## src/verilog/tcpg_cfg.svh

```systemverilog
// constants for the capture / pulse timer block: offsets, fields, resets
// assumes a 32-bit avalon-mm slave with word addresses as byte offsets
`ifndef TCPG_CFG_SVH
`define TCPG_CFG_SVH
`define TCPG_OFS_COUNT 8'h00
`define TCPG_OFS_CMP_A 8'h04
`define TCPG_OFS_CMP_B 8'h08
`define TCPG_OFS_PRESCALE 8'h0c
`define TCPG_OFS_MODE 8'h10
`define TCPG_OFS_CAPCMP 8'h14
`define TCPG_OFS_WAVE 8'h18
`define TCPG_OFS_STATUS 8'h1c
`define TCPG_OFS_MASK 8'h20
`define TCPG_PRE_SEL_LSB 0
`define TCPG_PRE_EDGE_LSB 4
`define TCPG_MODE_LSB 2
`define TCPG_WAVE_EN_BIT 0
`define TCPG_WAVE_TOG_BIT 1
`define TCPG_WAVE_PULSE_BIT 4
`define TCPG_WAVE_INIT_BIT 5
`define TCPG_CC_A_CAP_BIT 0
`define TCPG_ST_MATCH_BIT 0
`define TCPG_ST_CAP_BIT 1
`define TCPG_ST_OVF_BIT 2
`define TCPG_RST_CMP 16'h0000
`define TCPG_RST_BYTE 8'h00
`endif

```

## src/verilog/tcpg_pkg.sv

```systemverilog
// types shared by the capture / pulse timer files
// assumes tcpg_cfg.svh is on the include path
`include "tcpg_cfg.svh"
package tcpg_pkg;
    typedef enum logic [1:0] {
        TCPG_STOP = 2'b00,
        TCPG_FREE = 2'b01,
        TCPG_RESTART = 2'b11,
        TCPG_CLEAR_A = 2'b10
    } tcpg_mode_t;
    typedef enum logic [1:0] {
        TCPG_EDGE_FALL = 2'b00,
        TCPG_EDGE_RISE = 2'b01,
        TCPG_EDGE_NONE = 2'b10,
        TCPG_EDGE_BOTH = 2'b11
    } tcpg_edge_t;
endpackage

```

## src/verilog/tcpg_edge_if.sv

```systemverilog
// link between the timer core and its capture-input filter
// assumes one clock; tick marks a count-clock sample
`timescale 1ns/1ns
`default_nettype none
interface tcpg_edge_if;
    import tcpg_pkg::*;
    logic tick;
    tcpg_edge_t sel;
    logic valid_edge;
    modport core (output tick, output sel, input valid_edge);
    modport filt (input tick, input sel, output valid_edge);
endinterface
`default_nettype wire

```

## src/verilog/tcpg_timer.sv

```systemverilog
// capture / compare timer: restart capture, square wave, pulse output
// assumes avalon-mm master on clk; capture_in_a from an outside pin
`timescale 1ns/1ns
`default_nettype none
`include "tcpg_cfg.svh"
module tcpg_timer
    import tcpg_pkg::*;
(
    input wire logic clk, // 250 mhz system clock
    input wire logic sys_rst, // sync reset, high
    input wire logic [7:0] avs_address, // byte address
    input wire logic avs_read, // read strobe
    input wire logic avs_write, // write strobe
    input wire logic [31:0] avs_writedata, // write data
    input wire logic [3:0] avs_byteenable, // byte lanes
    output logic [31:0] avs_readdata, // read data
    output logic avs_waitrequest, // stall
    input wire logic capture_in_a, // capture pin
    output logic wave_out_pin, // waveform output
    output logic irq // level interrupt
);
    tcpg_edge_if eif();
    logic [15:0] count_reg, cmp_cap_a, cmp_cap_b;
    logic [7:0] prescale_edge_cfg, timer_mode_ctl, capcmp_ctl;
    logic [7:0] wave_out_ctl;
    logic [2:0] status, mask;
    logic [5:0] pre_cnt;
    logic wave_q, ack;
    logic [15:0] next_count, next_a, next_b;
    logic [7:0] next_pre_cfg, next_mode, next_capcmp, next_wave_ctl;
    logic [2:0] next_status, next_mask, ev;
    logic [5:0] next_pre;
    logic next_wave_q, next_ack;
    logic [31:0] next_rdata;
    logic tick, wr, match_a, match_b, restart_cap, ovf_ev;
    tcpg_mode_t mode;
    tcpg_edge_t edge_sel;
    logic wave_out_enable, toggle_on_match_a, pulse_pattern_mode;

    assign mode = tcpg_mode_t'(timer_mode_ctl[`TCPG_MODE_LSB +: 2]);
    assign edge_sel = tcpg_edge_t'(prescale_edge_cfg[`TCPG_PRE_EDGE_LSB +: 2]);
    assign wave_out_enable = wave_out_ctl[`TCPG_WAVE_EN_BIT];
    assign toggle_on_match_a = wave_out_ctl[`TCPG_WAVE_TOG_BIT];
    assign pulse_pattern_mode = wave_out_ctl[`TCPG_WAVE_PULSE_BIT];
    assign eif.tick = tick;
    assign eif.sel = edge_sel;

    tcpg_edge_filter u_filt (
        .clk(clk),
        .sys_rst(sys_rst),
        .pin(capture_in_a),
        .eif(eif.filt)
    );

    // count clock: clk divided by 2^sel for sel 0..5, by 32 for sel 6..7; stopped when mode is 0 unless sel is 0
    always_comb begin
        case (prescale_edge_cfg[`TCPG_PRE_SEL_LSB +: 3])
            3'h0: tick = 1'b1;
            3'h1: tick = pre_cnt[0];
            3'h2: tick = &pre_cnt[1:0];
            3'h3: tick = &pre_cnt[2:0];
            3'h4: tick = &pre_cnt[3:0];
            default: tick = &pre_cnt[4:0];
        endcase
    end
    assign next_pre = (mode == TCPG_STOP) ? 6'h00 : 6'(pre_cnt + 6'h01);

    assign match_a = tick && (mode == TCPG_CLEAR_A) && (count_reg == cmp_cap_a);
    assign match_b = tick && (mode != TCPG_STOP) && (count_reg == cmp_cap_b);
    // both-edge selection captures nothing
    assign restart_cap = (mode == TCPG_RESTART) && eif.valid_edge
        && (edge_sel != TCPG_EDGE_BOTH);
    assign ovf_ev = tick && (mode != TCPG_STOP) && (count_reg == 16'hffff)
        && !match_a;
    // write lands on the edge where the master sees waitrequest low
    assign wr = avs_write && ack;

    always_comb begin
        next_count = count_reg;
        if (mode == TCPG_STOP) begin
            next_count = 16'h0000;
        end else if (restart_cap) begin
            next_count = 16'h0000;
        end else if (match_a) begin
            next_count = 16'h0000;
        end else if (tick) begin
            next_count = 16'(count_reg + 16'h0001);
        end
    end

    // output: toggle on match a, or pulse set at clear and reset after b
    always_comb begin
        next_wave_q = wave_q;
        if (!wave_out_enable) begin
            next_wave_q = wave_out_ctl[`TCPG_WAVE_INIT_BIT];
        end else if (pulse_pattern_mode) begin
            if (match_a) begin
                next_wave_q = 1'b1;
            end else if (match_b) begin
                next_wave_q = 1'b0;
            end
        end else if (toggle_on_match_a && match_a) begin
            next_wave_q = ~wave_q;
        end
    end

    always_comb begin
        ev = 3'h0;
        ev[`TCPG_ST_MATCH_BIT] = match_a;
        ev[`TCPG_ST_CAP_BIT] = restart_cap;
        ev[`TCPG_ST_OVF_BIT] = ovf_ev;
        next_status = status;
        if (wr && avs_address == `TCPG_OFS_STATUS && avs_byteenable[0]) begin
            next_status = status & ~avs_writedata[2:0];
        end
        next_status = next_status | ev;
        next_mask = mask;
        if (wr && avs_address == `TCPG_OFS_MASK && avs_byteenable[0]) begin
            next_mask = avs_writedata[2:0];
        end
    end

    always_comb begin
        next_a = cmp_cap_a;
        next_b = cmp_cap_b;
        next_pre_cfg = prescale_edge_cfg;
        next_mode = timer_mode_ctl;
        next_capcmp = capcmp_ctl;
        next_wave_ctl = wave_out_ctl;
        if (wr) begin
            case (avs_address)
                `TCPG_OFS_CMP_A: begin
                    if (avs_byteenable[0]) next_a[7:0] = avs_writedata[7:0];
                    if (avs_byteenable[1]) next_a[15:8] = avs_writedata[15:8];
                end
                `TCPG_OFS_CMP_B: begin
                    if (avs_byteenable[0]) next_b[7:0] = avs_writedata[7:0];
                    if (avs_byteenable[1]) next_b[15:8] = avs_writedata[15:8];
                end
                `TCPG_OFS_PRESCALE: begin
                    if (avs_byteenable[0]) next_pre_cfg = avs_writedata[7:0];
                end
                `TCPG_OFS_MODE: begin
                    if (avs_byteenable[0]) next_mode = avs_writedata[7:0];
                end
                `TCPG_OFS_CAPCMP: begin
                    if (avs_byteenable[0]) next_capcmp = avs_writedata[7:0];
                end
                `TCPG_OFS_WAVE: begin
                    if (avs_byteenable[0]) next_wave_ctl = avs_writedata[7:0];
                end
                default: ;
            endcase
        end
        // captured value is the count before the clear
        if (restart_cap) begin
            next_b = count_reg;
        end
    end

    // one wait cycle per access so read data come from a flip-flop
    always_comb begin
        next_ack = (avs_read || avs_write) && !ack;
        // latched only on a new read, so data stand until the next one
        next_rdata = avs_readdata;
        if (avs_read && !ack) begin
            case (avs_address)
                `TCPG_OFS_COUNT: next_rdata = {16'h0000, count_reg};
                `TCPG_OFS_CMP_A: next_rdata = {16'h0000, cmp_cap_a};
                `TCPG_OFS_CMP_B: next_rdata = {16'h0000, cmp_cap_b};
                `TCPG_OFS_PRESCALE: next_rdata = {24'h000000,
                    prescale_edge_cfg};
                `TCPG_OFS_MODE: next_rdata = {24'h000000, timer_mode_ctl};
                `TCPG_OFS_CAPCMP: next_rdata = {24'h000000, capcmp_ctl};
                `TCPG_OFS_WAVE: next_rdata = {24'h000000, wave_out_ctl};
                `TCPG_OFS_STATUS: next_rdata = {29'h00000000, status};
                `TCPG_OFS_MASK: next_rdata = {29'h00000000, mask};
                default: next_rdata = 32'h0000_0000;
            endcase
        end
    end

    always_ff @(posedge clk) begin
        if (sys_rst) begin
            count_reg <= 16'h0000;
            cmp_cap_a <= `TCPG_RST_CMP;
            cmp_cap_b <= `TCPG_RST_CMP;
            prescale_edge_cfg <= `TCPG_RST_BYTE;
            timer_mode_ctl <= `TCPG_RST_BYTE;
            capcmp_ctl <= `TCPG_RST_BYTE;
            wave_out_ctl <= `TCPG_RST_BYTE;
            status <= 3'h0;
            mask <= 3'h0;
            pre_cnt <= 6'h00;
            wave_q <= 1'b0;
            ack <= 1'b0;
            avs_readdata <= 32'h0000_0000;
            avs_waitrequest <= 1'b1;
            wave_out_pin <= 1'b0;
            irq <= 1'b0;
        end else begin
            count_reg <= next_count;
            cmp_cap_a <= next_a;
            cmp_cap_b <= next_b;
            prescale_edge_cfg <= next_pre_cfg;
            timer_mode_ctl <= next_mode;
            capcmp_ctl <= next_capcmp;
            wave_out_ctl <= next_wave_ctl;
            status <= next_status;
            mask <= next_mask;
            pre_cnt <= next_pre;
            wave_q <= next_wave_q;
            ack <= next_ack;
            avs_readdata <= next_rdata;
            avs_waitrequest <= !next_ack;
            wave_out_pin <= next_wave_q;
            irq <= |(next_status & next_mask);
        end
    end
endmodule // tcpg_timer
`default_nettype wire

```

## src/verilog/tcpg_edge_filter.sv

```systemverilog
// capture-input filter: sync, two-sample filter, edge select
// assumes pin is asynchronous to clk; tick from the core's prescaler
`timescale 1ns/1ns
`default_nettype none
module tcpg_edge_filter
    import tcpg_pkg::*;
(
    input wire logic clk, // system clock
    input wire logic sys_rst, // sync reset, high
    input wire logic pin, // raw capture pin
    tcpg_edge_if.filt eif // tick, select, edge out
);
    logic sync1, sync2, samp0, level;
    logic next_samp0, next_level, next_valid;
    always_comb begin
        next_samp0 = samp0;
        next_level = level;
        next_valid = 1'b0;
        if (eif.tick) begin
            next_samp0 = sync2;
            // level changes only after two equal samples
            if (samp0 == sync2 && sync2 != level) begin
                next_level = sync2;
                case (eif.sel)
                    TCPG_EDGE_RISE: next_valid = sync2;
                    TCPG_EDGE_FALL: next_valid = ~sync2;
                    TCPG_EDGE_BOTH: next_valid = 1'b1;
                    default: next_valid = 1'b0;
                endcase
            end
        end
    end
    always_ff @(posedge clk) begin
        if (sys_rst) begin
            sync1 <= 1'b0;
            sync2 <= 1'b0;
            samp0 <= 1'b0;
            level <= 1'b0;
            eif.valid_edge <= 1'b0;
        end else begin
            sync1 <= pin;
            sync2 <= sync1;
            samp0 <= next_samp0;
            level <= next_level;
            eif.valid_edge <= next_valid;
        end
    end
endmodule // tcpg_edge_filter
`default_nettype wire

```

## config.mk

```make
export PLATFORM = sky130hd
export DESIGN_NAME = tcpg_timer
export DESIGN_NICKNAME = d
export VERILOG_FILES = /design/src/verilog/tcpg_pkg.sv /design/src/verilog/tcpg_edge_if.sv /design/src/verilog/tcpg_timer.sv /design/src/verilog/tcpg_edge_filter.sv
export VERILOG_INCLUDE_DIRS = /design/src /design/src/verilog
export SDC_FILE = /design/constraint.sdc
export NUM_CORES = 1
export LEC_CHECK = 0
export BUFFER_PORTS_ARGS = -buffer_cell sky130_fd_sc_hd__buf_4
export CORE_MARGIN = 2
export CORE_UTILIZATION = 55
export CTS_CLUSTER_SIZE = 25
export DETAILED_ROUTE_END_ITERATION = 10
export HOLD_SLACK_MARGIN = 0.02
export PLACE_DENSITY = 0.76
export SKIP_CTS_REPAIR_TIMING = 1
export SLEW_MARGIN = 0
export SYNTH_ARGS = -nofsm -noshare
export SYNTH_HDL_FRONTEND = slang
export SYNTH_SLANG_ARGS = --single-unit
```

## constraint.sdc

```tcl
create_clock -name clk -period 4.9 [get_ports clk]
set_input_delay 0.49 -clock clk [delete_from_list [all_inputs] [get_ports clk]]
set_output_delay 0.49 -clock clk [all_outputs]
set_load 0.02 [all_outputs]
```

==> results.md <==
- Max-slew violations: 0
- Fraction of registers with async set/reset: 0%
- Synthesized area per cell: 8.42 um^2
- Number of cells produced by synthesis: 693
- First-pass GRT wire length: 24.8 mm
- Starting DRC count in detailed routing: 444
- Fin crit period: 2660 ps
- Beginning of the worst register-to-register path: ack
- Share of cells above drive strength 1: 13.9%
- Die W: 107 um
- Final hold violation count: 0
- Storage cell area: 0.00232 mm^2
- RSZ-0062 raised after global routing: false
- Startpoint type of the worst setup path: primary input
- Final total negative setup slack: 0 ps
- Number of ports placed on the die boundary: 84
- Relative max-transition margin: 21.3%
- Sum of overflow across all layers after global routing: 0
- Critical path endpoint category: flop
- Worst min-delay path class: in -> reg
- Post-route total power: 2.35 mW
- I/O Buffers: 49
- Final worst-path cycle share: 54.2%
- Internal reg-to-reg setup slack: 2300 ps
- Clock skew: 8.11 ps
- Weighted congestion reported at the end of routability-driven placement: 0.972
- Detailed Routing Iterations Pass 1: 5
- Hold path depth: 2
- CTS tree: built
- Hold Path Sink: u_filt.sync1
- Layout overhead on the synthesized area: 15.6%
- Worst Reg2Reg Path Length in Cells: 5
- CP Data Required Time: 5300 ps
- Source of the worst hold timing path: capture_in_a
- Diodes inserted: 0
- Standard-cell rows: 37
- Dominant cells by area after synthesis: dfxtp_1, mux2i_1, nor2_1, a21oi_1, xnor2_1
- Worst skew pair latency: 520 ps
- Synthesis-stage register bit count: 116
- Power density over the cells: 348 mW/mm^2
- Cell with the most instances after synthesis: dfxtp_1
- Antenna violations before repair: 0
- Largest net degree at the start of global routing: 99
- Class of the most critical setup path: in -> reg
- Transition at the pin with the smallest max-transition slack: 1170 ps
- Net count reported at finish: 758
- Top cells by count, synth: dfxtp_1, nor2_1, nand2_1, a21oi_1, mux2i_1
- Clock transition at the registers of the reported paths: 60 ps
- Count of antenna-violating nets left after detailed routing: 0
- Synth Warn #: 0
- Highest clock rate: 376 MHz
- Total number of vias: 5170
- Area enclosed by the die boundary: 0.0114 mm^2
- Area of the core region: 0.0103 mm^2
- Top fanout value on the critical path: 22
- Total of max-cap violations: 0
- Layout fillers: 846
- Htree depth: 4
- Detailed-route wire length per cell: 17.8 um
- FF-to-FF End: avs_readdata[3]
- VDD IR max: 245 uV
- TritonCTS Sinks: 116
- Netlist area before placement: 0.00583 mm^2
- Multi-input combinational cell area: 0.00320 mm^2
- Number of unique standard cell types used by synthesis: 60
- Effective utilization at floorplan: 56.5%
- Crit path arrival time: 3060 ps
- Dpl hpwl: 10.1 mm
- # DRC: 0
- Share of Yosys cell area claimed by the top area cell type: 39.8%
- Number of global-route vias before repair: 4885
- Die Y: 107 um
- Primary flip-flop cell chosen by synthesis mapping: dfxtp_1
- Clock Path Buffers: 2
- Tightest hold margin: 192 ps
- Final-report setup violation count: 0
- Area leader, netlist: dfxtp_1
- Static Leak: 2.55 nW
- Clock buffers created by TritonCTS: 17
- Register area share after synthesis: 39.8%
- Total global-route track usage: 27.4%
- Drt via density: 6.05
- Run status: finished clean
- Root buffer cell: clkbuf_8
- Drt total wl: 15.2 mm
- Post-synth EDFFs: 0
[where the power goes]
| group | internal (mW) | total [mW] | switching (mW) |
|---|---|---|---|
| clock network | 0.847 | 1.31 | 0.462 |
| registers | 0.946 | 0.947 | 0.00157 |
| logic | 0.0286 | 0.0927 | 0.0641 |
[cell usage in the layout, fill, tap and decap left out, drive strengths merged, types with 3 or more instances in the layout]
cell type  count
a21oi         58
a22oi         22
a222oi         4
nor4          10
nand2         69
nor2b          5
ha             4
nand3         38
and2           7
nor2          83
xnor2         30
buf           55
clkinv         6
nor3b          6
nor4b          3
a221oi         3
a211oi        17
bufinv         4
inv            7
nor3          10
o21ai          6
mux2i         50
and3           7
clkbuf        18
nand4          6
or3            3
o211ai         6
xor2          18
or4            5
conb          16
dfxtp        116
[logic make-up after synthesis]
kind of cell | synth area share, %
simple gates | 21.7
compound gates | 14.6
flops | 39.8
buf+inv | 6.72
mux | 8.97
xor+xnor | 7.21
fa+ha+maj | 0.858
other cells | 0.0643
[how the worst max path moves through the flow]
stage / startpoint / to
2_1_floorplan: avs_address[3] / irq
3_3_place_gp: avs_address[2] / cmp_cap_b[10]
3_5_place_dp: avs_address[2] / cmp_cap_b[9]
4_1_cts: avs_address[2] / cmp_cap_b[13]
5_1_grt: ack / avs_readdata[3]
6_report: avs_address[2] / cmp_cap_b[13]
[through the flow]
step | setup WS [ps] | util, % | std cells | cell area [um^2]
floorplan | 2480 | - | 708 | 5890
global placement | 1960 | 59.2 | 822 | 6120
detailed placement | 1880 | 59.2 | 822 | 6120
CTS | 2320 | 65.3 | 854 | 6740
global route | 2080 | 65.3 | 854 | 6740
finish | 2240 | 65.3 | 854 | 6740
[layer usage]
layer,share of wire (%),track usage [%]
met1,42,36.1
met2,48,44.0
met3,8.5,6.26
met4,2.1,10.1
met5,0,0
[worst max-delay path, stage by stage]
cell and delay, ps:
buf_4 140, nor4b_2 260, buf_4 310, nor3b_2 790, a41o_1 650, nor2_1 100
a211oi_1 300
[final cells by class]
class                      instances  share of cell area (%)
inverter                           3                   0.167
timing repair buffer              55                    6.12
clock buffer                      18                    6.35
tap                              136                    2.52
sequential                       116                    34.4
clock inverter                    14                    2.97
multi-input combinational        512                    47.4
Note: power is estimated with default switching activity, not from simulation.
